$ cat config.mk
export PLATFORM = sky130hd
export DESIGN_NAME = polseq_top
export DESIGN_NICKNAME = d
export VERILOG_FILES = /design/src/polseq_pkg.sv /design/src/polseq_channel.sv /design/src/polseq_top.sv
export VERILOG_INCLUDE_DIRS = /design/src
export SDC_FILE = /design/constraint.sdc
export NUM_CORES = 1
export LEC_CHECK = 0
export ABC_AREA = 1
export BUFFER_PORTS_ARGS = -buffer_cell sky130_fd_sc_hd__buf_4
export CAP_MARGIN = 20
export CORE_ASPECT_RATIO = 0.5
export CORE_MARGIN = 1.5
export CORE_UTILIZATION = 60
export CTS_BUF_LIST = sky130_fd_sc_hd__clkbuf_4 sky130_fd_sc_hd__clkbuf_8
export CTS_CLUSTER_SIZE = 25
export DETAILED_ROUTE_END_ITERATION = 7
export GPL_TIMING_DRIVEN = 1
export PLACE_DENSITY = 0.81
export SETUP_SLACK_MARGIN = 0.02
export SLEW_MARGIN = 20
export SYNTH_ARGS = -nofsm -noshare
export SYNTH_HDL_FRONTEND = slang
export SYNTH_HIERARCHICAL = 1
export SYNTH_SLANG_ARGS = --single-unit
$ cat constraint.sdc
create_clock -name clk_sys_i -period 7.4 [get_ports clk_sys_i]
set_clock_uncertainty 0.2 [all_clocks]
set_input_delay 1.85 -clock clk_sys_i [delete_from_list [all_inputs] [get_ports clk_sys_i]]
set_output_delay 1.85 -clock clk_sys_i [all_outputs]
set_load 0.02 [all_outputs]
$ cat src/polseq_map.svh
// Register offsets, field positions, reset values and timing counts of the sequencer
`ifndef POLSEQ_MAP_SVH
`define POLSEQ_MAP_SVH
`define POLSEQ_CLK_KHZ 100000
`define POLSEQ_T_MS 1
`define POLSEQ_CYC_PER_MS (`POLSEQ_CLK_KHZ * `POLSEQ_T_MS)
`define POLSEQ_T_BOOT_MS 60
`define POLSEQ_T_PRERAMP_MS 2
`define POLSEQ_OSC_KHZ 16000
`define POLSEQ_N_MIN 20
`define POLSEQ_N_MAX 40
`define POLSEQ_N_DEFAULT 6'h1C
`define POLSEQ_FREQ_MIN_KHZ 571
`define POLSEQ_FREQ_MAX_KHZ 800
`define POLSEQ_REF_LO_CYC 8'h71
`define POLSEQ_REF_HI_CYC 8'hC1
`define POLSEQ_SHARE_PULSE 8'h10
`define POLSEQ_ADDR_CTRL 8'h00
`define POLSEQ_ADDR_FREQ 8'h04
`define POLSEQ_ADDR_CH1 8'h08
`define POLSEQ_ADDR_CH2 8'h0C
`define POLSEQ_ADDR_STAT 8'h10
`define POLSEQ_CTRL_SYNC_OUT 0
`define POLSEQ_CTRL_PROG_FREQ 1
`define POLSEQ_CTRL_FLT_SHUT 2
`define POLSEQ_CTRL_RESTART 3
`define POLSEQ_CTRL_PEER_SHUT 4
`define POLSEQ_CTRL_RESET 32'h0000_0000
`define POLSEQ_FREQ_RESET 16'h023B
`define POLSEQ_CH1_RESET 32'h0100_0A05
`define POLSEQ_CH2_RESET 32'h0100_050A
`endif

$ cat src/polseq_pkg.sv
// Types shared by the sequencer top and its channel engine
package polseq_pkg;
   typedef enum logic [2:0] {
      CH_OFF, CH_WAIT, CH_RISE, CH_ON, CH_TOFF, CH_FALL, CH_HALT
   } polseq_state_e;
   typedef struct packed {
      logic [7:0] fall_ms;
      logic [7:0] toff_ms;
      logic [7:0] rise_ms;
      logic [7:0] ton_ms;
   } polseq_timing_s;
   typedef struct packed {
      logic run;
      logic ramp;
      logic good;
      polseq_state_e state;
   } polseq_chstat_s;
endpackage

$ cat src/polseq_channel.sv
// One output channel: enable edge detection, delay, ramp and power-good
`timescale 1ns/1ps
`default_nettype none
`include "polseq_map.svh"
module polseq_channel
   import polseq_pkg::*;
#(
   parameter int MS_CYCLES = `POLSEQ_CYC_PER_MS
) (
   input wire logic clk_sys_i,
   input wire logic nrst_i,
   input wire logic ready_i,
   input wire logic en_i,
   input wire polseq_timing_s cfg_i,
   input wire logic stop_i,
   input wire logic restart_i,
   input wire logic in_window_i,
   input wire logic fault_i,
   output polseq_chstat_s stat_o
);
   polseq_state_e st_q, st_d;
   logic en_q;
   logic [16:0] cyc_q;
   logic [7:0] ms_q;
   logic [7:0] tgt;
   logic done;
   wire en_rise = en_i & ~en_q;
   wire en_fall = ~en_i & en_q;
   wire tick = (cyc_q == 17'(MS_CYCLES - 1));

   // Delay target of the current state; the turn-on wait never drops below the pre-ramp
   always_comb begin
      case (st_q)
         CH_WAIT: tgt = (cfg_i.ton_ms < 8'(`POLSEQ_T_PRERAMP_MS)) ?
                        8'(`POLSEQ_T_PRERAMP_MS) : cfg_i.ton_ms; // [RULE17]
         CH_RISE: tgt = cfg_i.rise_ms;
         CH_TOFF: tgt = cfg_i.toff_ms;
         CH_FALL: tgt = cfg_i.fall_ms;
         default: tgt = 8'h00;
      endcase
   end
   assign done = (ms_q >= tgt);

   // Edges are acted on only in settled states; a short pulse is lost on purpose
   always_comb begin
      st_d = st_q;
      case (st_q)
         CH_OFF:  if (en_rise && ready_i && !stop_i) st_d = CH_WAIT; // [RULE11] [RULE16]
         CH_WAIT: if (done) st_d = CH_RISE; // [RULE18]
         CH_RISE: if (done) st_d = CH_ON;
         CH_ON:   if (en_fall) st_d = CH_TOFF; // [RULE11] [RULE20]
         CH_TOFF: if (done) st_d = CH_FALL; // [RULE20]
         CH_FALL: if (done) st_d = CH_OFF;
         CH_HALT: if (!stop_i) st_d = (restart_i && en_i) ? CH_WAIT : CH_OFF; // [RULE15]
         default: st_d = CH_OFF;
      endcase
      if (stop_i && st_q != CH_OFF) st_d = CH_HALT; // [RULE15]
   end

   // Own millisecond timer, restarted on every state change so channels never interact
   always_ff @(posedge clk_sys_i or negedge nrst_i) begin
      if (!nrst_i) begin
         st_q <= CH_OFF;
         en_q <= 1'b0;
         cyc_q <= 17'h00000;
         ms_q <= 8'h00;
      end else begin
         st_q <= st_d;
         en_q <= en_i; // [RULE22]
         cyc_q <= (st_d != st_q || tick) ? 17'h00000 : cyc_q + 17'h00001;
         ms_q <= (st_d != st_q) ? 8'h00 : (tick && ms_q != 8'hFF) ? ms_q + 8'h01 : ms_q;
      end
   end

   // Flags registered so the top can pass them to pins untouched
   always_ff @(posedge clk_sys_i or negedge nrst_i) begin
      if (!nrst_i) begin
         stat_o <= '{run: 1'b0, ramp: 1'b0, good: 1'b0, state: CH_OFF};
      end else begin
         stat_o.run <= (st_d inside {CH_RISE, CH_ON, CH_TOFF, CH_FALL});
         stat_o.ramp <= (st_d inside {CH_RISE, CH_FALL});
         stat_o.good <= (st_d == CH_ON) && in_window_i && !fault_i; // [RULE14]
         stat_o.state <= st_d;
      end
   end
endmodule
`default_nettype wire

$ cat src/polseq_top.sv
// Sequencer top: clock selection, reference lock, share bus faults and AXI4-Lite registers
`timescale 1ns/1ps
`default_nettype none
`include "polseq_map.svh"
// How it works
// [RULE1] Default switching rate is 571 kHz; selectable range spans 571 to 800 kHz; programmed requests reach down to 400 kHz (N of 40).
// [RULE2] Strap code picks 571, 615, 727 or 800 kHz.
// [RULE3] Reference pin leaves reset as an input; output mode only with internal oscillator.
// [RULE4] Every enable edge starts a search for a reference clock to lock onto; the code searches only on a rising enable edge while not locked.
// [RULE5] Outside party supplies a stable 571-800 kHz reference before enabling.
// [RULE6] Reference stays within 10% of start and pulses last 150 ns or more.
// [RULE7] Losing the reference falls back to the internal oscillator at programmed rate.
// [RULE8] Output mode drives the internal clock out and skips the reference search.
// [RULE9] Internal rate is 16 MHz divided by N, N from 20 to 40.
// [RULE10] Requested rate maps to the nearest N, clamped to the range.
// [RULE11] Enables act on edges; short pulses may be ignored.
// [RULE12] Outside party keeps enable pulses longer than the sequence times plus margin.
// [RULE13] Outside party drives enables without bounce.
// [RULE14] Power good only while in tolerance and without fault.
// [RULE15] With fault shutdown set, stop and broadcast; peers stop, restart if allowed.
// [RULE16] After power-up, 60 ms pass before commands or enables are accepted.
// [RULE17] At least 2 ms pass between enable and the ramp start.
// [RULE18] Ramp begins when the turn-on delay expires and lasts the rise time.
// [RULE19] Default turn-on delays are 5 ms and 10 ms for channels one and two.
// [RULE20] Disable stops quickly after the turn-off delay; small channel skew allowed.
// [RULE21] Outside party keeps enables low over 110 ms during power-up.
// [RULE22] Each channel has its own edge detector and timers.
module polseq_top
   import polseq_pkg::*;
#(
   parameter int MS_CYCLES = `POLSEQ_CYC_PER_MS
) (
   input wire logic clk_sys_i,
   input wire logic nrst_i,
   input wire logic [7:0] s_axi_awaddr_i,
   input wire logic s_axi_awvalid_i,
   output logic s_axi_awready_o,
   input wire logic [31:0] s_axi_wdata_i,
   input wire logic [3:0] s_axi_wstrb_i,
   input wire logic s_axi_wvalid_i,
   output logic s_axi_wready_o,
   output logic [1:0] s_axi_bresp_o,
   output logic s_axi_bvalid_o,
   input wire logic s_axi_bready_i,
   input wire logic [7:0] s_axi_araddr_i,
   input wire logic s_axi_arvalid_i,
   output logic s_axi_arready_o,
   output logic [31:0] s_axi_rdata_o,
   output logic [1:0] s_axi_rresp_o,
   output logic s_axi_rvalid_o,
   input wire logic s_axi_rready_i,
   input wire logic channel1_enable_i,
   input wire logic channel2_enable_i,
   input wire logic strap_fitted_i,
   input wire logic [1:0] freq_strap_i,
   input wire logic [1:0] out_in_window_i,
   input wire logic [1:0] out_fault_i,
   input wire logic sync_i,
   output logic sync_o,
   output logic sync_oe_o,
   input wire logic share_bus_n_i,
   output logic share_bus_n_o,
   output logic share_bus_oe_o,
   output logic sw_clk_o,
   output logic [1:0] switch_run_o,
   output logic channel1_output_good_o,
   output logic channel2_output_good_o
);
   localparam logic [7:0] BOOT_MS = 8'(`POLSEQ_T_BOOT_MS);

   // Register state
   logic [31:0] ctrl_q;
   logic [15:0] freq_q;
   polseq_timing_s tim_q [2];
   logic ready_q, locked_q, arm_q;
   logic [16:0] pre_q;
   logic [7:0] boot_q;
   logic [1:0] strap_q;
   logic strap_ok_q, strap_seen_q;

   // Boot timer: enables and writes are refused until configuration load ends
   wire pre_tick = (pre_q == 17'(MS_CYCLES - 1));
   always_ff @(posedge clk_sys_i or negedge nrst_i) begin
      if (!nrst_i) begin
         pre_q <= 17'h00000;
         boot_q <= 8'h00;
         ready_q <= 1'b0;
      end else begin
         pre_q <= pre_tick ? 17'h00000 : pre_q + 17'h00001;
         if (pre_tick && !ready_q) boot_q <= boot_q + 8'h01;
         ready_q <= ready_q | (boot_q >= BOOT_MS); // [RULE16]
      end
   end

   // Strap levels caught once after reset release, never under reset
   always_ff @(posedge clk_sys_i or negedge nrst_i) begin
      if (!nrst_i) begin
         strap_seen_q <= 1'b0;
         strap_ok_q <= 1'b0;
         strap_q <= 2'h0;
      end else if (!strap_seen_q) begin
         strap_seen_q <= 1'b1;
         strap_ok_q <= strap_fitted_i;
         strap_q <= freq_strap_i;
      end
   end

   // Nearest divisor: count midpoint thresholds that the request sits at or below
   function automatic logic [15:0] mid_khz(input int k);
      return 16'((`POLSEQ_OSC_KHZ / 2) * (2 * k + 1) / (k * (k + 1)));
   endfunction
   logic [19:0] below;
   genvar gk;
   generate
      for (gk = 0; gk < 20; gk++) begin : g_thr
         assign below[gk] = (freq_q <= mid_khz(gk + `POLSEQ_N_MIN)); // [RULE10]
      end
   endgenerate
   logic [5:0] n_prog;
   always_comb begin
      n_prog = 6'(`POLSEQ_N_MIN);
      for (int i = 0; i < 20; i++) n_prog = n_prog + 6'(below[i]); // [RULE9] [RULE10]
   end
   logic [5:0] n_strap;
   always_comb begin
      case (strap_q)
         2'h0: n_strap = 6'h1C;
         2'h1: n_strap = 6'h1A;
         2'h2: n_strap = 6'h16;
         default: n_strap = 6'h14;
      endcase // [RULE2]
   end
   wire [5:0] n_sel = ctrl_q[`POLSEQ_CTRL_PROG_FREQ] ? n_prog :
                      strap_ok_q ? n_strap : `POLSEQ_N_DEFAULT; // [RULE1]

   // Internal oscillator: 16 MHz enable from a fractional step, then divide by N
   logic [6:0] acc_q;
   logic [5:0] div_q;
   wire [7:0] acc_sum = {1'b0, acc_q} + 8'h10;
   wire osc_tick = (acc_sum >= 8'h64);
   wire int_clk = (div_q < {1'b0, n_sel[5:1]});
   always_ff @(posedge clk_sys_i or negedge nrst_i) begin
      if (!nrst_i) begin
         acc_q <= 7'h00;
         div_q <= 6'h00;
      end else begin
         acc_q <= osc_tick ? 7'(acc_sum - 8'h64) : acc_sum[6:0];
         if (osc_tick) div_q <= (div_q >= n_sel - 6'h01) ? 6'h00 : div_q + 6'h01; // [RULE9]
      end
   end

   // Reference search and lock: one period within the accepted band locks
   logic sync_q, en1_q, en2_q;
   logic [7:0] per_q;
   wire sync_out = ctrl_q[`POLSEQ_CTRL_SYNC_OUT];
   wire ref_edge = sync_i & ~sync_q;
   wire en_edge = (channel1_enable_i & ~en1_q) | (channel2_enable_i & ~en2_q);
   wire per_ok = (per_q >= `POLSEQ_REF_LO_CYC) && (per_q <= `POLSEQ_REF_HI_CYC);
   wire per_lost = (per_q > `POLSEQ_REF_HI_CYC);
   always_ff @(posedge clk_sys_i or negedge nrst_i) begin
      if (!nrst_i) begin
         sync_q <= 1'b0;
         en1_q <= 1'b0;
         en2_q <= 1'b0;
         per_q <= 8'hFF;
         arm_q <= 1'b0;
         locked_q <= 1'b0;
      end else begin
         sync_q <= sync_i;
         en1_q <= channel1_enable_i;
         en2_q <= channel2_enable_i;
         per_q <= ref_edge ? 8'h00 : (per_q == 8'hFF) ? per_q : per_q + 8'h01;
         if (sync_out) begin
            arm_q <= 1'b0; // [RULE8]
            locked_q <= 1'b0;
         end else if (en_edge && !locked_q) begin
            arm_q <= 1'b1; // [RULE4]
         end else if (locked_q) begin
            if (per_lost || (ref_edge && !per_ok)) locked_q <= 1'b0; // [RULE7]
         end else if (arm_q && ref_edge && per_ok) begin
            locked_q <= 1'b1; // [RULE4]
            arm_q <= 1'b0;
         end else if (arm_q && per_q == 8'hFF) begin
            arm_q <= 1'b0;
         end
      end
   end

   // Switching clock and reference pin; locked copies the reference pin level, both edges, one cycle late
   always_ff @(posedge clk_sys_i or negedge nrst_i) begin
      if (!nrst_i) begin
         sw_clk_o <= 1'b0;
         sync_o <= 1'b0;
         sync_oe_o <= 1'b0; // [RULE3]
      end else begin
         sw_clk_o <= locked_q ? sync_i : int_clk; // [RULE4] [RULE7]
         sync_o <= sync_out & int_clk; // [RULE8]
         sync_oe_o <= sync_out;
      end
   end

   // Share bus: a local fault is broadcast by pulling the line low for a short pulse
   polseq_chstat_s chs [2];
   logic [7:0] bc_q;
   logic peer_q;
   wire flt_shut = ctrl_q[`POLSEQ_CTRL_FLT_SHUT];
   wire local_flt = flt_shut && |(out_fault_i & {chs[1].run, chs[0].run});
   wire peer_flt = !share_bus_n_i && !share_bus_oe_o && ctrl_q[`POLSEQ_CTRL_PEER_SHUT];
   always_ff @(posedge clk_sys_i or negedge nrst_i) begin
      if (!nrst_i) begin
         bc_q <= 8'h00;
         peer_q <= 1'b0;
         share_bus_n_o <= 1'b1;
         share_bus_oe_o <= 1'b0;
      end else begin
         if (local_flt) bc_q <= `POLSEQ_SHARE_PULSE; // [RULE15]
         else if (bc_q != 8'h00) bc_q <= bc_q - 8'h01;
         peer_q <= peer_flt; // [RULE15]
         share_bus_n_o <= 1'b0;
         share_bus_oe_o <= local_flt || (bc_q > 8'h01);
      end
   end
   wire stop_all = local_flt || peer_q || (bc_q != 8'h00);

   // Two independent channel engines
   wire [1:0] en_v = {channel2_enable_i, channel1_enable_i};
   genvar gc;
   generate
      for (gc = 0; gc < 2; gc++) begin : g_ch
         polseq_channel #(.MS_CYCLES(MS_CYCLES)) u_ch ( // [RULE22]
            .clk_sys_i(clk_sys_i),
            .nrst_i(nrst_i),
            .ready_i(ready_q),
            .en_i(en_v[gc]),
            .cfg_i(tim_q[gc]),
            .stop_i(stop_all),
            .restart_i(ctrl_q[`POLSEQ_CTRL_RESTART]),
            .in_window_i(out_in_window_i[gc]),
            .fault_i(out_fault_i[gc]),
            .stat_o(chs[gc])
         );
      end
   endgenerate
   assign switch_run_o = {chs[1].run, chs[0].run};
   assign channel1_output_good_o = chs[0].good; // [RULE14]
   assign channel2_output_good_o = chs[1].good;

   // AXI4-Lite write: address and data taken in either order, response after both
   logic aw_full_q, w_full_q;
   logic [7:0] aw_q;
   logic [31:0] wd_q;
   logic [3:0] ws_q;
   wire wr_go = aw_full_q && w_full_q && !s_axi_bvalid_o;
   wire wr_map = (aw_q == `POLSEQ_ADDR_CTRL) || (aw_q == `POLSEQ_ADDR_FREQ) ||
                 (aw_q == `POLSEQ_ADDR_CH1) || (aw_q == `POLSEQ_ADDR_CH2);
   wire wr_ok = wr_go && wr_map && ready_q; // [RULE16]
   function automatic logic [31:0] merge(input logic [31:0] old, input logic [31:0] nw,
                                         input logic [3:0] be);
      for (int b = 0; b < 4; b++) if (be[b]) old[8*b +: 8] = nw[8*b +: 8];
      return old;
   endfunction
   always_ff @(posedge clk_sys_i or negedge nrst_i) begin
      if (!nrst_i) begin
         aw_full_q <= 1'b0;
         w_full_q <= 1'b0;
         aw_q <= 8'h00;
         wd_q <= 32'h0000_0000;
         ws_q <= 4'h0;
         s_axi_awready_o <= 1'b0;
         s_axi_wready_o <= 1'b0;
         s_axi_bvalid_o <= 1'b0;
         s_axi_bresp_o <= 2'h0;
      end else begin
         s_axi_awready_o <= !aw_full_q && !s_axi_awready_o;
         s_axi_wready_o <= !w_full_q && !s_axi_wready_o;
         if (s_axi_awvalid_i && s_axi_awready_o) begin
            aw_full_q <= 1'b1;
            aw_q <= s_axi_awaddr_i;
         end
         if (s_axi_wvalid_i && s_axi_wready_o) begin
            w_full_q <= 1'b1;
            wd_q <= s_axi_wdata_i;
            ws_q <= s_axi_wstrb_i;
         end
         if (wr_go) begin
            aw_full_q <= 1'b0;
            w_full_q <= 1'b0;
            s_axi_bvalid_o <= 1'b1;
            s_axi_bresp_o <= wr_ok ? 2'h0 : 2'h2;
         end else if (s_axi_bready_i) begin
            s_axi_bvalid_o <= 1'b0;
         end
      end
   end

   // Register storage with byte strobes; turn-on defaults order the two channels
   always_ff @(posedge clk_sys_i or negedge nrst_i) begin
      if (!nrst_i) begin
         ctrl_q <= `POLSEQ_CTRL_RESET; // [RULE3]
         freq_q <= `POLSEQ_FREQ_RESET; // [RULE1]
         tim_q[0] <= `POLSEQ_CH1_RESET; // [RULE19]
         tim_q[1] <= `POLSEQ_CH2_RESET; // [RULE19]
      end else if (wr_ok) begin
         case (aw_q)
            `POLSEQ_ADDR_CTRL: ctrl_q <= merge(ctrl_q, wd_q, ws_q) & 32'h0000_001F;
            `POLSEQ_ADDR_FREQ: freq_q <= 16'(merge({16'h0000, freq_q}, wd_q, ws_q));
            `POLSEQ_ADDR_CH1: tim_q[0] <= merge(tim_q[0], wd_q, ws_q);
            `POLSEQ_ADDR_CH2: tim_q[1] <= merge(tim_q[1], wd_q, ws_q);
            default: ctrl_q <= ctrl_q;
         endcase
      end
   end

   // AXI4-Lite read: one read at a time, status shows live sequencer state
   wire [31:0] stat_w = {18'h0, switch_run_o,
                         chs[1].good, chs[0].good, n_sel, 1'b0, sync_out, locked_q, ready_q};
   logic [31:0] rd_mux;
   always_comb begin
      case (s_axi_araddr_i)
         `POLSEQ_ADDR_CTRL: rd_mux = ctrl_q;
         `POLSEQ_ADDR_FREQ: rd_mux = {16'h0000, freq_q};
         `POLSEQ_ADDR_CH1: rd_mux = tim_q[0];
         `POLSEQ_ADDR_CH2: rd_mux = tim_q[1];
         `POLSEQ_ADDR_STAT: rd_mux = stat_w;
         default: rd_mux = 32'h0000_0000;
      endcase
   end
   wire rd_map = (s_axi_araddr_i <= `POLSEQ_ADDR_STAT) && (s_axi_araddr_i[1:0] == 2'h0);
   always_ff @(posedge clk_sys_i or negedge nrst_i) begin
      if (!nrst_i) begin
         s_axi_arready_o <= 1'b0;
         s_axi_rvalid_o <= 1'b0;
         s_axi_rdata_o <= 32'h0000_0000;
         s_axi_rresp_o <= 2'h0;
      end else begin
         s_axi_arready_o <= !s_axi_rvalid_o && !s_axi_arready_o;
         if (s_axi_arvalid_i && s_axi_arready_o) begin
            s_axi_rvalid_o <= 1'b1;
            s_axi_rdata_o <= rd_mux;
            s_axi_rresp_o <= rd_map ? 2'h0 : 2'h2;
         end else if (s_axi_rready_i) begin
            s_axi_rvalid_o <= 1'b0;
         end
      end
   end
endmodule
`default_nettype wire

==> run summary <==
Max-cap violations in this run came to 0. The worst-path maximum fanout is 9. The area of all placed cells without fillers came out at 18800 sq um. Summed over all nets, the half-perimeter wirelength after detailed placement is 32.1 mm. The run finished with clean final reports. The number of sinks on the clock net is 300. The global-route wire length before repair is 70.0 mm. The number of buffers inserted during clock tree synthesis came out at 44.

The count of endpoints failing setup in the final report came out at 0. The routed wirelength normalized by instance count is 16.3 microns. During synthesis, Yosys emitted a total of 6 warnings. The CTS tree is built. The worst voltage drop across the vdd grid is 0.195 mV. The data required time of the critical path is 7.72 ns. After detailed routing, the number of remaining DRC violations is 0. Clock tree synthesis selected as its root buffer the cell sky130_fd_sc_hd__clkbuf_8. The worst setup path is captured at a flip-flop. The number of core rows came out at 42. The antenna diode count is 0. The clock latency of the later-clocked register in the worst-skew pair is 0.60 ns. The path class of the tightest hold or removal check is reg -> reg. The highest routed metal layer is met4. The net count reported at finish came out at 2403. The number of optimization iterations in the first detailed-route pass came out at 6. Detailed routing inserted a total of 14600 vias.

Measured against its own limit, the worst slew margin works out to 0.363. Of the cells placed in the final design, the portion with a size suffix greater than 1 is 0.144. Wire segments on met2 add up to 18.7 mm in the final route. The initial core utilization came out at 0.622.

The sum of routed wire segments on met1 is 19.6 mm. The post-route setup TNS came out at 0 ns. Setup repair after global routing left no endpoint under its margin. The clock-pin transition on the worst setup and hold timing paths came out at 0.07 ns. The post-place instance area came out at 17900 sq um.

The die covers 29000 sq um. The total area inside the core boundary comes to 26900 sq um. The cell with the largest stage delay on the worst path is sky130_fd_sc_hd__fa_1. The count of port buffers added during placement came out at 117. Counting along the longest clock path gives a buffer depth of 3. The vertical die dimension is 121 microns. Entering global routing, the biggest net connects 160 pins. The routed design could run at a clock period as short as 6.84 ns. The critical path is of the reg -> reg type.

The count of H-tree levels built during CTS is 2. The number of instances in the synthesized netlist is 2133. Data on the critical path arrives at its endpoint at 7.16 ns. The average instance in the mapped netlist occupies 7.84 sq um. The worst setup path is launched from a flip-flop. Relative to the synthesized area, the layout overhead comes to 12.6%. The met3 layer wire length in the routed design is 4.24 mm. The overall die width came out at 239 microns.

The largest single stage delay on the critical path is 0.54 ns. The initial antenna violation count is 0. The hold violation total from the final report came out at 0.

After synthesis the cells add up to 16700 sq um. The upper clock frequency limit came out at 0.146 GHz. The initial DRC count came out at 1397. The global routing usage summed across all routing layers came out at 0.309. In the finished design, the share of the clock period the worst path needs comes to 0.924. The via count of the first global-routing pass is 13700. The final max-slew violation count is 0.

The transition at the pin with the smallest max-transition slack came out at 0.956 ns. The analysis attributes to cell leakage a power of 9.76 nW. The ratio of total power to cell area came out at 206 nW/um^2. Summed over all layers, the global routing overflow is 0. The mean number of vias per cell is 5.47. The number of top-level pins is 120. The number of nets with antenna violations after routing is 0. The final routed wirelength across all metal layers came out at 43.6 mm.

The final weighted congestion of routability-driven global placement came out at 0.982.
cells in the final DEF, fill, tap and decap left out, types with 6 or more instances in the layout:
| cell | count |
|---|---|
| sky130_fd_sc_hd__a211oi_1 | 7 |
| sky130_fd_sc_hd__a21oi_1 | 36 |
| sky130_fd_sc_hd__a221oi_1 | 13 |
| sky130_fd_sc_hd__a22o_1 | 8 |
| sky130_fd_sc_hd__a22o_2 | 6 |
| sky130_fd_sc_hd__a31oi_1 | 8 |
| sky130_fd_sc_hd__buf_4 | 121 |
| sky130_fd_sc_hd__clkbuf_4 | 12 |
| sky130_fd_sc_hd__clkbuf_8 | 54 |
| sky130_fd_sc_hd__clkinv_2 | 11 |
| sky130_fd_sc_hd__dfrtp_1 | 275 |
| sky130_fd_sc_hd__dfstp_2 | 25 |
| sky130_fd_sc_hd__fa_1 | 13 |
| sky130_fd_sc_hd__ha_1 | 55 |
| sky130_fd_sc_hd__inv_1 | 209 |
| sky130_fd_sc_hd__inv_2 | 14 |
| sky130_fd_sc_hd__nand2_1 | 754 |
| sky130_fd_sc_hd__nand2_2 | 7 |
| sky130_fd_sc_hd__nand3_1 | 140 |
| sky130_fd_sc_hd__nand4_1 | 36 |
| sky130_fd_sc_hd__nor2_1 | 197 |
| sky130_fd_sc_hd__nor2_2 | 22 |
| sky130_fd_sc_hd__nor2_4 | 17 |
| sky130_fd_sc_hd__nor3_1 | 29 |
| sky130_fd_sc_hd__nor3_2 | 6 |
| sky130_fd_sc_hd__nor4_1 | 9 |
| sky130_fd_sc_hd__o21ai_0 | 95 |
| sky130_fd_sc_hd__xnor2_1 | 17 |
| sky130_fd_sc_hd__xor2_1 | 38 |
power by group:
part | switching [mW] | internal, mW
registers | 0.185 | 1.80
clock network | 0.672 | 0.724
logic | 0.321 | 0.167
path summary, 6_finish.rpt:
| kind | startpoint | to | slack (ns) | cells after the start |
|---|---|---|---|---|
| setup / recovery | freq_q[10] | div_q[3] | 0.56 | 30 |
| hold / removal | s_axi_rvalid_o | s_axi_arready_o | 0.25 | 1 |
| setup reg to reg | freq_q[10] | div_q[3] | 0.56 | 30 |
| hold reg to reg | s_axi_rvalid_o | s_axi_arready_o | 0.25 | 1 |
| max in group asynchronous | nrst_i | acc_q[4] | 4.68 | 2 |
| min in group asynchronous | nrst_i | pre_q[1] | 1.01 | 1 |
through the flow:
stage / setup slack, ns / hold slack, ns / power, mW / instances / util
after floorplan: 1.13 / 0.174 / 2.24 / 2135 / -
after global placement: 0.650 / 0.215 / 2.48 / 2593 / 0.666
after detailed placement: 0.448 / 0.234 / 2.50 / 2593 / 0.666
after CTS: 0.467 / 0.240 / 3.89 / 2670 / 0.700
after global routing: 0.0306 / 0.254 / 4.03 / 2670 / 0.700
final: 0.562 / 0.251 / 3.87 / 2670 / 0.700
critical path, delay by kind of cell (launching register included):
family                     cells  cell delay, ns
buffers and inverters          3            0.10
and+or+nand+nor               14            1.77
adders and majority gates      8            3.53
DFF                            1            0.38
AOI/OAI and AO/OA              5            0.78
sequential cells by signal, summed over array words and instances (netlist names), 10 cells and up:
| signal | cells |
|---|---|
| g_ch.u_ch/ms_q | 16 |
| freq_q | 16 |
| pre_q | 17 |
| g_ch.u_ch/stat_o | 10 |
| s_axi_rdata_o | 32 |
| wd_q | 32 |
| g_ch.u_ch/cyc_q | 34 |
| tim_q | 64 |
routing by layer:
| metal | global-route usage | up-vias |
|---|---|---|
| met4 | 0.0843 | 0 |
| met2 | 0.467 | 572 |
| met5 | 0 | - |
| li1 | - | 7090 |
| met3 | 0.0885 | 89 |
| met1 | 0.436 | 6866 |
timing repair:
item                                    4_1_cts  5_1_grt
setup buffers                                 0        0
endpoints found under the setup margin        0        6
resized for setup                             0        6
hold buffers                                  0        0
final cells by class:
type / count / area (sq um)
clock buffer: 66 / 833
multi-input combinational: 1566 / 8110
sequential: 300 / 7540
fill: 2187 / 8070
timing repair buffer: 123 / 943
inverter: 230 / 878
clock inverter: 11 / 70.1
tap: 374 / 468
Note: power is estimated with default switching activity, not from simulation.
